<file path="src/rtl/asu_pkg.sv">
// Shared constants, types and helpers for the asynchronous serial unit
package asu_pkg;

  // Register byte offsets on the Avalon slave
  localparam int          ADDR_W       = 5;
  localparam logic [4:0]  OFS_STATUS   = 5'h00;
  localparam logic [4:0]  OFS_FRAME    = 5'h04;
  localparam logic [4:0]  OFS_ENIRQ    = 5'h08;
  localparam logic [4:0]  OFS_WIRE     = 5'h0c;
  localparam logic [4:0]  OFS_DATA     = 5'h10;
  localparam logic [4:0]  OFS_BAUD     = 5'h14;

  // Reset values
  localparam logic [7:0]  FRAME_RST    = 8'h00;
  localparam logic [7:0]  ENIRQ_RST    = 8'h00;
  localparam logic [7:0]  WIRE_RST     = 8'h00;
  localparam logic [7:0]  BAUD_RST     = 8'h00;

  // uart_status_flags fields
  localparam int ST_PARITY_ERROR_FLAG = 7;
  localparam int ST_NF   = 6;
  localparam int ST_FRAMING_ERROR_FLAG = 5;
  localparam int ST_OVERRUN_ERROR_FLAG = 4;
  localparam int ST_RIDL = 3;
  localparam int ST_RXRD = 2;
  localparam int ST_TIDL = 1;
  localparam int ST_TXEM = 0;

  // frame_control fields
  localparam int FC_UEN  = 7;
  localparam int FC_NINE = 6;
  localparam int FC_PEN  = 5;
  localparam int FC_PODD = 4;
  localparam int FC_STP2 = 3;
  localparam int FC_BRK  = 2;
  localparam int FC_RX9  = 1;
  localparam int FC_TX9  = 0;

  // enable_irq_control fields
  localparam int EC_TRANSMITTER_ENABLE = 7;
  localparam int EC_RECEIVER_ENABLE = 6;
  localparam int EC_HS   = 5;
  localparam int EC_ADEN = 4;
  localparam int EC_WAKE = 3;
  localparam int EC_RIE  = 2;
  localparam int EC_TX_IDLE_IRQ_ENABLE = 1;
  localparam int EC_TX_EMPTY_IRQ_ENABLE = 0;

  // wire_mode_control field
  localparam int WC_SWM  = 0;

  // Timing counts
  localparam logic [3:0]  OVS_LAST     = 4'hf;
  localparam logic [3:0]  SAMP_A       = 4'h7;
  localparam logic [3:0]  SAMP_B       = 4'h8;
  localparam logic [3:0]  SAMP_C       = 4'h9;
  localparam logic [3:0]  LAST_BIT8    = 4'h7;
  localparam logic [3:0]  LAST_BIT9    = 4'h8;
  localparam logic [3:0]  BRK_LAST     = 4'hc;
  localparam logic [1:0]  LS_PRE_LAST  = 2'h3;
  localparam int          RX_DEPTH     = 2;

  typedef enum logic [2:0] {
    TX_IDLE  = 3'b000,
    TX_START = 3'b001,
    TX_DATA  = 3'b010,
    TX_STOP  = 3'b011,
    TX_BREAK = 3'b100
  } asu_tx_state_e;

  typedef enum logic [1:0] {
    RX_IDLE  = 2'b00,
    RX_START = 2'b01,
    RX_DATA  = 2'b10,
    RX_STOP  = 2'b11
  } asu_rx_state_e;

  typedef struct packed {
    logic [8:0] data;
    logic       parity_error_flag;
    logic       framing_error_flag;
    logic       nf;
  } asu_rx_word_s;

  // Parity over the data bits below the top position of the character
  function automatic logic asu_parity(input logic [8:0] d, input logic nine, input logic odd);
    asu_parity = (^d[6:0]) ^ (nine & d[7]) ^ odd;
  endfunction : asu_parity

  function automatic logic asu_top_bit(input logic [8:0] d, input logic nine);
    asu_top_bit = nine ? d[8] : d[7];
  endfunction : asu_top_bit

endpackage : asu_pkg

</file>
<file path="src/rtl/asu_baud_gen.sv">
// Baud rate generator producing the 16x oversampling tick
`timescale 1ns/1ps
`default_nettype none
module asu_baud_gen import asu_pkg::*; (
  // Clock and control
  input  wire logic       mclk,
  input  wire logic       rst,
  input  wire logic       ce,
  input  wire logic       run,
  // Configuration
  input  wire logic       high_speed,
  input  wire logic [7:0] divisor,
  // Tick out
  output logic            tick
);

  logic [7:0] div_cnt_r;
  logic [1:0] pre_cnt_r;

  // Held in reset while the unit is off so a re-enable starts from a clean count
  always_ff @(posedge mclk) begin
    if (rst || (ce && !run)) begin
      div_cnt_r <= 8'h00;
      pre_cnt_r <= 2'h0;
      tick      <= 1'b0;
    end else if (ce) begin
      tick <= 1'b0;
      if (div_cnt_r == 8'h00) begin
        div_cnt_r <= divisor;
        if (high_speed || pre_cnt_r == LS_PRE_LAST) begin
          pre_cnt_r <= 2'h0;
          tick      <= 1'b1;
        end else begin
          pre_cnt_r <= pre_cnt_r + 2'h1;
        end
      end else begin
        div_cnt_r <= div_cnt_r - 8'h01;
      end
    end
  end

endmodule : asu_baud_gen
`default_nettype wire

</file>
<file path="src/rtl/asu_uart.sv">
// Asynchronous serial transmitter and receiver with Avalon-MM registers
//
// Decided for this implementation: the register addresses and the Avalon-MM slave port.
`timescale 1ns/1ps
`default_nettype none
module asu_uart import asu_pkg::*; (
  // Clock, reset, clock enable
  input  wire logic              mclk,
  input  wire logic              rst,
  input  wire logic              ce,
  // Avalon-MM slave
  input  wire logic [ADDR_W-1:0] avs_address,
  input  wire logic              avs_read,
  input  wire logic              avs_write,
  input  wire logic [31:0]       avs_writedata,
  input  wire logic [3:0]        avs_byteenable,
  output logic      [31:0]       avs_readdata,
  output logic                   avs_waitrequest,
  // Dedicated transmit pin
  output logic                   tx_o,
  output logic                   tx_oe,
  output logic                   tx_pull_dis,
  // Shared receive / transmit pin
  input  wire logic              rxtx_i,
  output logic                   rxtx_o,
  output logic                   rxtx_oe,
  output logic                   rxtx_pull_dis,
  // System requests
  output logic                   irq,
  output logic                   wake_req
);

  logic [7:0]    frame_r;
  logic [7:0]    enirq_r;
  logic          swm_r;
  logic [7:0]    baud_r;
  logic          acc;
  logic          wr_hit;
  logic          rd_hit;
  logic          data_rd;
  logic          data_acc;
  logic          err_clr;
  logic          status_seen_r;
  logic [7:0]    rd_mux;
  logic [7:0]    status;
  logic          unit_en;
  logic          nine;
  logic          tx_en_eff;
  logic          rx_en_eff;
  logic          tick;
  logic [3:0]    last_bit;
  logic [8:0]    hold_r;
  logic          hold_full_r;
  logic          tx_take;
  logic [8:0]    tx_load_vec;
  asu_tx_state_e tx_state_r;
  logic [3:0]    tx_tcnt_r;
  logic [3:0]    tx_bcnt_r;
  logic [8:0]    tx_shift_r;
  logic          tx_line_r;
  asu_rx_state_e rx_state_r;
  logic [3:0]    rx_tcnt_r;
  logic [3:0]    rx_bcnt_r;
  logic [8:0]    rx_shift_r;
  logic          rx_line;
  logic          s_a_r;
  logic          s_b_r;
  logic          maj;
  logic          noisy;
  logic          rx_noise_r;
  logic          rx_framing_error_flag_r;
  logic          rx_done_r;
  asu_rx_word_s  rx_word_r;
  asu_rx_word_s  fifo_mem [RX_DEPTH];
  logic          wr_ptr_r;
  logic          rd_ptr_r;
  logic [1:0]    count_r;
  logic          push;
  logic          pop;
  logic          overflow;
  logic          parity_error_flag_r;
  logic          nf_r;
  logic          framing_error_flag_r;
  logic          overrun_error_flag_r;
  logic          addr_hit_r;
  logic          tx_buffer_empty_flag;
  logic          transmitter_idle_flag;

  assign unit_en   = frame_r[FC_UEN];
  assign nine      = frame_r[FC_NINE];
  assign last_bit  = nine ? LAST_BIT9 : LAST_BIT8;
  assign tx_en_eff = unit_en & enirq_r[EC_TRANSMITTER_ENABLE] & ~(swm_r & enirq_r[EC_RECEIVER_ENABLE]);
  assign rx_en_eff = unit_en & enirq_r[EC_RECEIVER_ENABLE];

  // Bus handshake: waitrequest drops one cycle after the request, the access completes when it is low
  assign acc      = (avs_read | avs_write) & ~avs_waitrequest & ce;
  assign wr_hit   = acc & avs_write & avs_byteenable[0];
  assign rd_hit   = acc & avs_read;
  assign data_rd  = rd_hit & (avs_address == OFS_DATA);
  assign data_acc = (rd_hit | wr_hit) & (avs_address == OFS_DATA);
  assign err_clr  = data_acc & status_seen_r;

  always_ff @(posedge mclk) begin
    if (rst) begin
      avs_waitrequest <= 1'b1;
      avs_readdata    <= 32'h0000_0000;
    end else if (ce) begin
      if (acc) begin
        avs_waitrequest <= 1'b1;
      end else if (avs_read || avs_write) begin
        avs_waitrequest <= 1'b0;
        avs_readdata    <= {24'h00_0000, rd_mux};
      end
    end
  end

  assign tx_buffer_empty_flag  = ~hold_full_r;
  assign transmitter_idle_flag = ~hold_full_r & (tx_state_r == TX_IDLE) & ~frame_r[FC_BRK];
  assign status = {parity_error_flag_r, nf_r, framing_error_flag_r, overrun_error_flag_r, rx_state_r == RX_IDLE, count_r != 2'h0, transmitter_idle_flag, tx_buffer_empty_flag};

  always_comb begin
    if (avs_address == OFS_STATUS) begin
      rd_mux = status;
    end else if (avs_address == OFS_FRAME) begin
      rd_mux = {frame_r[7:2], fifo_mem[rd_ptr_r].data[8], 1'b0};
    end else if (avs_address == OFS_ENIRQ) begin
      rd_mux = enirq_r;
    end else if (avs_address == OFS_WIRE) begin
      rd_mux = {7'h00, swm_r};
    end else if (avs_address == OFS_DATA) begin
      rd_mux = fifo_mem[rd_ptr_r].data[7:0];
    end else if (avs_address == OFS_BAUD) begin
      rd_mux = baud_r;
    end else begin
      rd_mux = 8'h00;
    end
  end

  // Control registers; dropping the unit enable also drops both direction enables and break
  always_ff @(posedge mclk) begin
    if (rst) begin
      frame_r <= FRAME_RST;
      enirq_r <= ENIRQ_RST;
      swm_r   <= WIRE_RST[WC_SWM];
      baud_r  <= BAUD_RST;
    end else if (ce) begin
      if (wr_hit && avs_address == OFS_FRAME) begin
        frame_r <= {avs_writedata[7:2], 1'b0, avs_writedata[FC_TX9]};
        if (!avs_writedata[FC_UEN]) begin
          frame_r[FC_BRK] <= 1'b0;
          enirq_r[EC_TRANSMITTER_ENABLE] <= 1'b0;
          enirq_r[EC_RECEIVER_ENABLE] <= 1'b0;
        end
      end else if (wr_hit && avs_address == OFS_ENIRQ) begin
        enirq_r <= avs_writedata[7:0];
      end else if (wr_hit && avs_address == OFS_WIRE) begin
        swm_r <= avs_writedata[WC_SWM];
      end else if (wr_hit && avs_address == OFS_BAUD) begin
        baud_r <= avs_writedata[7:0];
      end
    end
  end

  always_ff @(posedge mclk) begin
    if (rst) begin
      status_seen_r <= 1'b0;
    end else if (ce) begin
      if (rd_hit && avs_address == OFS_STATUS) begin
        status_seen_r <= 1'b1;
      end else if (data_acc) begin
        status_seen_r <= 1'b0;
      end
    end
  end

  asu_baud_gen u_baud (
    .mclk       (mclk),
    .rst        (rst),
    .ce         (ce),
    .run        (unit_en),
    .high_speed (enirq_r[EC_HS]),
    .divisor    (baud_r),
    .tick       (tick)
  );

  // Transmit holding register; a write while it is still full is dropped
  assign tx_take = ce & tx_en_eff & hold_full_r & (tx_state_r == TX_IDLE);

  always_ff @(posedge mclk) begin
    if (rst || (ce && !tx_en_eff)) begin
      hold_r      <= 9'h000;
      hold_full_r <= 1'b0;
    end else if (ce) begin
      if (tx_take) begin
        hold_full_r <= 1'b0;
      end else if (wr_hit && avs_address == OFS_DATA && !hold_full_r) begin
        hold_r      <= {frame_r[FC_TX9], avs_writedata[7:0]};
        hold_full_r <= 1'b1;
      end
    end
  end

  always_comb begin
    tx_load_vec = hold_r;
    if (!nine) begin
      tx_load_vec[8] = 1'b0;
    end
    if (frame_r[FC_PEN]) begin
      tx_load_vec[last_bit] = asu_parity(hold_r, nine, frame_r[FC_PODD]);
    end
  end

  always_ff @(posedge mclk) begin
    if (rst || (ce && !tx_en_eff)) begin
      tx_state_r <= TX_IDLE;
      tx_tcnt_r  <= 4'h0;
      tx_bcnt_r  <= 4'h0;
      tx_shift_r <= 9'h000;
      tx_line_r  <= 1'b1;
    end else if (ce) begin
      case (tx_state_r)
        TX_IDLE: begin
          tx_tcnt_r <= 4'h0;
          tx_bcnt_r <= 4'h0;
          if (hold_full_r) begin
            tx_shift_r <= tx_load_vec;
            tx_line_r  <= 1'b0;
            tx_state_r <= TX_START;
          end else if (frame_r[FC_BRK]) begin
            tx_line_r  <= 1'b0;
            tx_state_r <= TX_BREAK;
          end else begin
            tx_line_r <= 1'b1;
          end
        end
        default: begin
          if (tick) begin
            tx_tcnt_r <= tx_tcnt_r + 4'h1;
            if (tx_tcnt_r == OVS_LAST) begin
              case (tx_state_r)
                TX_START: begin
                  tx_line_r  <= tx_shift_r[0];
                  tx_state_r <= TX_DATA;
                end
                TX_DATA: begin
                  if (tx_bcnt_r == last_bit) begin
                    tx_line_r  <= 1'b1;
                    tx_bcnt_r  <= 4'h0;
                    tx_state_r <= TX_STOP;
                  end else begin
                    tx_shift_r <= {1'b0, tx_shift_r[8:1]};
                    tx_line_r  <= tx_shift_r[1];
                    tx_bcnt_r  <= tx_bcnt_r + 4'h1;
                  end
                end
                TX_STOP: begin
                  if (frame_r[FC_STP2] && tx_bcnt_r == 4'h0) begin
                    tx_bcnt_r <= 4'h1;
                  end else begin
                    tx_state_r <= TX_IDLE;
                  end
                end
                default: begin
                  // Break holds the line low at least thirteen bit times
                  if (tx_bcnt_r != BRK_LAST) begin
                    tx_bcnt_r <= tx_bcnt_r + 4'h1;
                  end else if (!frame_r[FC_BRK]) begin
                    tx_line_r  <= 1'b1;
                    tx_state_r <= TX_IDLE;
                  end
                end
              endcase
            end
          end
        end
      endcase
    end
  end

  // Receiver: majority of three samples mid-bit, disagreement marks noise
  assign rx_line = rx_en_eff ? rxtx_i : 1'b1;
  assign maj     = (s_a_r & s_b_r) | (s_a_r & rx_line) | (s_b_r & rx_line);
  assign noisy   = ~((s_a_r == s_b_r) & (s_b_r == rx_line));

  always_ff @(posedge mclk) begin
    if (rst || (ce && !rx_en_eff)) begin
      rx_state_r <= RX_IDLE;
      rx_tcnt_r  <= 4'h0;
      rx_bcnt_r  <= 4'h0;
      rx_shift_r <= 9'h000;
      s_a_r      <= 1'b1;
      s_b_r      <= 1'b1;
      rx_noise_r <= 1'b0;
      rx_framing_error_flag_r  <= 1'b0;
      rx_done_r  <= 1'b0;
      rx_word_r  <= '0;
    end else if (ce) begin
      rx_done_r <= 1'b0;
      if (rx_state_r == RX_IDLE) begin
        rx_tcnt_r <= 4'h0;
        rx_bcnt_r <= 4'h0;
        if (!rx_line) begin
          rx_shift_r <= 9'h000;
          rx_noise_r <= 1'b0;
          rx_framing_error_flag_r  <= 1'b0;
          rx_state_r <= RX_START;
        end
      end else if (tick) begin
        rx_tcnt_r <= rx_tcnt_r + 4'h1;
        if (rx_tcnt_r == SAMP_A) begin
          s_a_r <= rx_line;
        end
        if (rx_tcnt_r == SAMP_B) begin
          s_b_r <= rx_line;
        end
        if (rx_tcnt_r == SAMP_C) begin
          rx_noise_r <= rx_noise_r | noisy;
          case (rx_state_r)
            RX_START: begin
              if (maj) begin
                rx_state_r <= RX_IDLE;
              end
            end
            RX_DATA: begin
              rx_shift_r[rx_bcnt_r] <= maj;
            end
            default: begin
              rx_framing_error_flag_r <= rx_framing_error_flag_r | ~maj;
              if (!frame_r[FC_STP2] || rx_bcnt_r == 4'h1) begin
                rx_done_r      <= 1'b1;
                rx_word_r.data <= rx_shift_r;
                rx_word_r.framing_error_flag <= rx_framing_error_flag_r | ~maj;
                rx_word_r.nf   <= rx_noise_r | noisy;
                rx_word_r.parity_error_flag <= frame_r[FC_PEN] &
                                  (asu_parity(rx_shift_r, nine, frame_r[FC_PODD]) !=
                                   asu_top_bit(rx_shift_r, nine));
                rx_state_r     <= RX_IDLE;
              end
            end
          endcase
        end
        if (rx_tcnt_r == OVS_LAST) begin
          if (rx_state_r == RX_START) begin
            rx_state_r <= RX_DATA;
          end else if (rx_state_r == RX_DATA) begin
            if (rx_bcnt_r == last_bit) begin
              rx_bcnt_r  <= 4'h0;
              rx_state_r <= RX_STOP;
            end else begin
              rx_bcnt_r <= rx_bcnt_r + 4'h1;
            end
          end else if (rx_state_r == RX_STOP) begin
            rx_bcnt_r <= rx_bcnt_r + 4'h1;
          end
        end
      end
    end
  end

  // Receive FIFO; while overrun stands no new character is stored
  assign push     = ce & rx_done_r & ~overrun_error_flag_r & (count_r != 2'h2);
  assign overflow = ce & rx_done_r & (overrun_error_flag_r | (count_r == 2'h2));
  assign pop      = data_rd & (count_r != 2'h0);

  always_ff @(posedge mclk) begin
    if (rst || (ce && !unit_en)) begin
      wr_ptr_r <= 1'b0;
      rd_ptr_r <= 1'b0;
      count_r  <= 2'h0;
      // Entries cleared so reading an empty buffer never returns unknowns
      for (int i = 0; i < RX_DEPTH; i++) begin
        fifo_mem[i] <= '0;
      end
    end else if (ce) begin
      if (push) begin
        fifo_mem[wr_ptr_r] <= rx_word_r;
        wr_ptr_r           <= ~wr_ptr_r;
      end
      if (pop) begin
        rd_ptr_r <= ~rd_ptr_r;
      end
      count_r <= count_r + {1'b0, push} - {1'b0, pop};
    end
  end

  // Error flags: an event in the clearing cycle wins over the clear
  always_ff @(posedge mclk) begin
    if (rst || (ce && !unit_en)) begin
      parity_error_flag_r     <= 1'b0;
      nf_r       <= 1'b0;
      framing_error_flag_r     <= 1'b0;
      overrun_error_flag_r     <= 1'b0;
      addr_hit_r <= 1'b0;
    end else if (ce) begin
      parity_error_flag_r     <= (parity_error_flag_r & ~err_clr) | (push & rx_word_r.parity_error_flag);
      nf_r       <= (nf_r & ~err_clr) | (push & rx_word_r.nf);
      framing_error_flag_r     <= (framing_error_flag_r & ~err_clr) | (push & rx_word_r.framing_error_flag);
      overrun_error_flag_r     <= (overrun_error_flag_r & ~err_clr) | overflow;
      addr_hit_r <= (addr_hit_r & ~data_rd) |
                    (push & enirq_r[EC_ADEN] & asu_top_bit(rx_word_r.data, nine));
    end
  end

  // Pins and requests, all registered
  always_ff @(posedge mclk) begin
    if (rst) begin
      tx_o          <= 1'b1;
      tx_oe         <= 1'b0;
      tx_pull_dis   <= 1'b0;
      rxtx_o        <= 1'b1;
      rxtx_oe       <= 1'b0;
      rxtx_pull_dis <= 1'b0;
      irq           <= 1'b0;
      wake_req      <= 1'b0;
    end else if (ce) begin
      tx_o          <= tx_line_r;
      tx_oe         <= tx_en_eff;
      tx_pull_dis   <= tx_en_eff;
      rxtx_o        <= swm_r ? tx_line_r : 1'b1;
      rxtx_oe       <= swm_r & tx_en_eff;
      rxtx_pull_dis <= rx_en_eff | (swm_r & tx_en_eff);
      irq           <= (enirq_r[EC_RIE] & ((count_r != 2'h0) | overrun_error_flag_r)) |
                       (enirq_r[EC_TX_IDLE_IRQ_ENABLE] & transmitter_idle_flag) | (enirq_r[EC_TX_EMPTY_IRQ_ENABLE] & tx_buffer_empty_flag) | addr_hit_r;
      wake_req      <= unit_en & enirq_r[EC_WAKE] & ~rxtx_i;
    end
  end

endmodule : asu_uart
`default_nettype wire

</file>
<file path="config.mk">
export PLATFORM = sky130hd
export DESIGN_NAME = asu_uart
export DESIGN_NICKNAME = d
export VERILOG_FILES = /design/src/rtl/asu_pkg.sv /design/src/rtl/asu_baud_gen.sv /design/src/rtl/asu_uart.sv
export SDC_FILE = /design/constraint.sdc
export NUM_CORES = 1
export LEC_CHECK = 0
export BUFFER_PORTS_ARGS = -buffer_cell sky130_fd_sc_hd__buf_2
export CAP_MARGIN = 20
export CELL_PAD_IN_SITES_DETAIL_PLACEMENT = 0
export CELL_PAD_IN_SITES_GLOBAL_PLACEMENT = 2
export CORE_MARGIN = 3
export CORE_UTILIZATION = 40
export CTS_BUF_LIST = sky130_fd_sc_hd__clkbuf_8
export CTS_CLUSTER_DIAMETER = 200
export DETAILED_ROUTE_END_ITERATION = 16
export PLACE_DENSITY_LB_ADDON = 0.1
export SLEW_MARGIN = 30
export SYNTH_ARGS = -nofsm -noshare
export SYNTH_HDL_FRONTEND = slang
export SYNTH_HIERARCHICAL = 1
export SYNTH_SLANG_ARGS = --single-unit
</file>
<file path="constraint.sdc">
create_clock -name mclk -period 6 [get_ports mclk]
set_input_delay 0.6 -clock mclk [delete_from_list [all_inputs] [get_ports mclk]]
set_output_delay 0.6 -clock mclk [all_outputs]
set_load 0.005 [all_outputs]
</file>
==> out/qor.yml <==
run_status:
  status: "finished clean"
critical_path:
  critPathArrivalTime_ns: 2.78
  rr_endpoint: "fifo_mem[1][11]"
  start_kind: "primary input"
  regToRegSetupSlack_ns: 3.55
  cp_slowest_cell: "nor2_1"
  worstSetupPathType: "in2reg"
  reg2reg_from: "count_r[0]"
  slowest_delay_ns: 0.63
  reg2reg_depth: 4
  worst_setup_path_end_kind: "flip-flop"
  required_ns: 6.12
  crit_fanout: 31
  cp_cell_sequence: "buf_2, nand2_1, or3_1, nor2_1, a21o_1"
hold_path:
  holdPathStages: 3
  hold_class: "in2reg"
  hold_path_end: "status_seen_r"
  worstHoldStart: "avs_read"
global_routing:
  grtUsageMet2_pct: 33.9
  antenna_found_initial: 1
  grt_overflow: 0
  gr-max-usage-layer: "met2"
  use_met1_pct: 26.3
  grt_use_total_pct: 20.0
  grt_max_degree: 46
  grt_pass1_vias: 6070
  grtUsageMet3_pct: 4.03
  grt_pass1_wl_mm: 32.7
final_layout:
  mostFrequentLayoutCells: "dfxtp_1, nor2_1, a21oi_1"
  synthToLayoutAreaGrowth_pct: 8.02
  fin_nets: 956
  num_antenna_cells: 0
  instances_no_fill: 1133
  final_area_um2: 8290
  mostFrequentLayoutCell: "dfxtp_1"
  drive_gt1_share_pct: 11.9
sta:
  worst-slew-pin-transition_ns: 0.878
  rsz0062_at_grt: "no"
  holdWs_ns: 0.435
  slew_viol_final: 0
  setup_ws_ns: 3.34
  period_share_pct: 44.3
  hold_violations: 0
  relSlewSlack_pct: 41.3
  setup-violations-final: 0
  max_freq_mhz: 376
  clock_skew_ns: 0.00929
  setup-tns-final_ns: 0
  fin_crit_ns: 2.66
place:
  pre_cts_ws_ns: 2.88
  placed_area_um2: 7870
  dp_cells: 1100
  dpl.hpwl_mm: 14.6
  finalWeightedCongestion: 0.841
  numPortBuffers: 36
cts:
  clock_latency_ns: 0.45
  clkSlewWorstSetupHoldPaths_ns: 0.09
  cts_root_buffer: "clkbuf_8"
  htree_levels: 4
  clk_path_buf_depth: 2
  cts_resized: 0
  clock-sinks: 147
  cts_inserted_buffers: 17
  cts_setup_buffers: 0
  cts_tree: "done"
  cts_hold_buf: 0
logic_synthesis:
  avgSynthCellArea_um2: 8.73
  yosysWarningCount: 6
  ys_seq_area_share_pct: 40.7
  synthCells: 879
  synthArstFlopShare_pct: 0
  synth_top_area_share_pct: 33.6
  synth_edf_count: 18
  ys.flop_type: "dfxtp_1"
  synth_top_cell_by_area: "dfxtp_1"
  synth.distinct_cells: 82
  ys_ff_latch: 147
  ys_top_cells_by_area: "dfxtp_1, edfxtp_1, mux2i_1, nor2_1, a21oi_1"
  syn-cell-area_um2: 7680
floorplanning:
  io_pins: 88
  dieArea_um2: 20900
  start_util_pct: 40.9
  num_rows: 50
  die_x_um: 145
  core_area_um2: 18800
  die_y_um: 145
power_and_ir_drop:
  power_density_nw_per_um2: 235
  leakage_uw: 0.00299
  ir_drop_v: 0.000124
drt:
  drt-wirelength-per-cell_um: 17.9
  drc: 0
  vias: 6255
  drt-total-wl_mm: 20.3
  ant_nets: 0
  firstDrtPassIters: 5
  vias_per_cell: 5.52
  drt_iter0_markers: 430
job:
  maxCapViolations: 0
-- synthesized netlist by cell type (7+ instances only) --
library cell  count
a211oi_1         14
a21oi_1          75
a311oi_1         11
a31oi_1          11
and2_1           13
and3_1           11
buf_2            10
buf_4            26
clkbuf_1         37
dfxtp_1         129
edfxtp_1         18
ha_1             23
inv_1            20
mux2_2            9
mux2i_1          47
nand2_1          72
nand2b_1         12
nand3_1          23
nand4b_1          7
nor2_1          103
nor2b_1          12
nor3_1           22
o21ai_0          39
or3_1             9
xnor2_1          18
-- layout make-up --
type / count / area, µm²
Fill cell: 1884 / 10500
Inverter: 20 / 75.1
Multi-Input combinational cell: 660 / 4190
Clock inverter: 15 / 171
Sequential cell: 147 / 3120
Timing Repair Buffer: 40 / 210
Tap cell: 234 / 293
Clock buffer: 17 / 234
-- stage by stage --
step           total power, µW  utilization [%]
2_1_floorplan             1130                -
3_3_place_gp              1160             41.9
3_5_place_dp              1160             41.9
4_1_cts                   1970             44.1
5_1_grt                   2040             44.2
6_report                  1950             44.2
-- critical path: cells and delay by family --
| family | cells | cell delay (ns) |
|---|---|---|
| AOI/OAI and AO/OA | 1 | 0.45 |
| and+or+nand+nor | 3 | 1.19 |
| buffers and inverters | 1 | 0.52 |
-- power breakdown --
group	switching, µW	internal, µW	total, µW
Combinational	80.6	43.4	124
Sequential	8.19	1000	1010
Clock	430	382	812
Total	519	1430	1950
-- logic make-up (layout without fill, tap and decap cells) --
logic type | Yosys count | count (layout) | synth area share, %
adders and majority gates | 23 | 23 | 3.75
xor gates and xnor gates | 20 | 20 | 2.28
buffers and inverters | 95 | 92 | 6.18
and+or+nand+nor | 331 | 331 | 22.4
other | 1 | 24 | 0.0489
DFF | 147 | 147 | 40.7
AOI/OAI and AO/OA | 206 | 206 | 17.2
muxes | 56 | 56 | 7.45
-- how the worst max path moves through the flow --
stage | startpoint | endpoint | cells after the start
after floorplan | avs_address[1] | count_r[1] | 11
after global placement | ce | fifo_mem[1][6] | 5
after detailed placement | ce | fifo_mem[1][6] | 5
after CTS | ce | fifo_mem[1][11] | 5
after global routing | ce | fifo_mem[1][11] | 5
final | ce | fifo_mem[1][11] | 5
-- metal layers --
layer,routed length (µm),vias up
li1,-,3107
met1,9390,3039
met2,10100,101
met3,704,8
met4,102,0
met5,0,-
-- sequential cells by signal, indices dropped and copies added (netlist names), 2 cells and up, named ones only --
| name | cells |
|---|---|
| avs_readdata | 8 |
| baud_r | 8 |
| count_r | 2 |
| enirq_r | 8 |
| fifo_mem | 18 |
| frame_r | 7 |
| hold_r | 9 |
| rx_bcnt_r | 4 |
| rx_shift_r | 9 |
| rx_state_r | 2 |
| rx_tcnt_r | 4 |
| rx_word_r | 12 |
| tx_bcnt_r | 4 |
| tx_shift_r | 9 |
| tx_state_r | 3 |
| tx_tcnt_r | 4 |
| u_baud/div_cnt_r | 8 |
| u_baud/pre_cnt_r | 2 |
No activity file was read; power rests on OpenSTA's default activity.
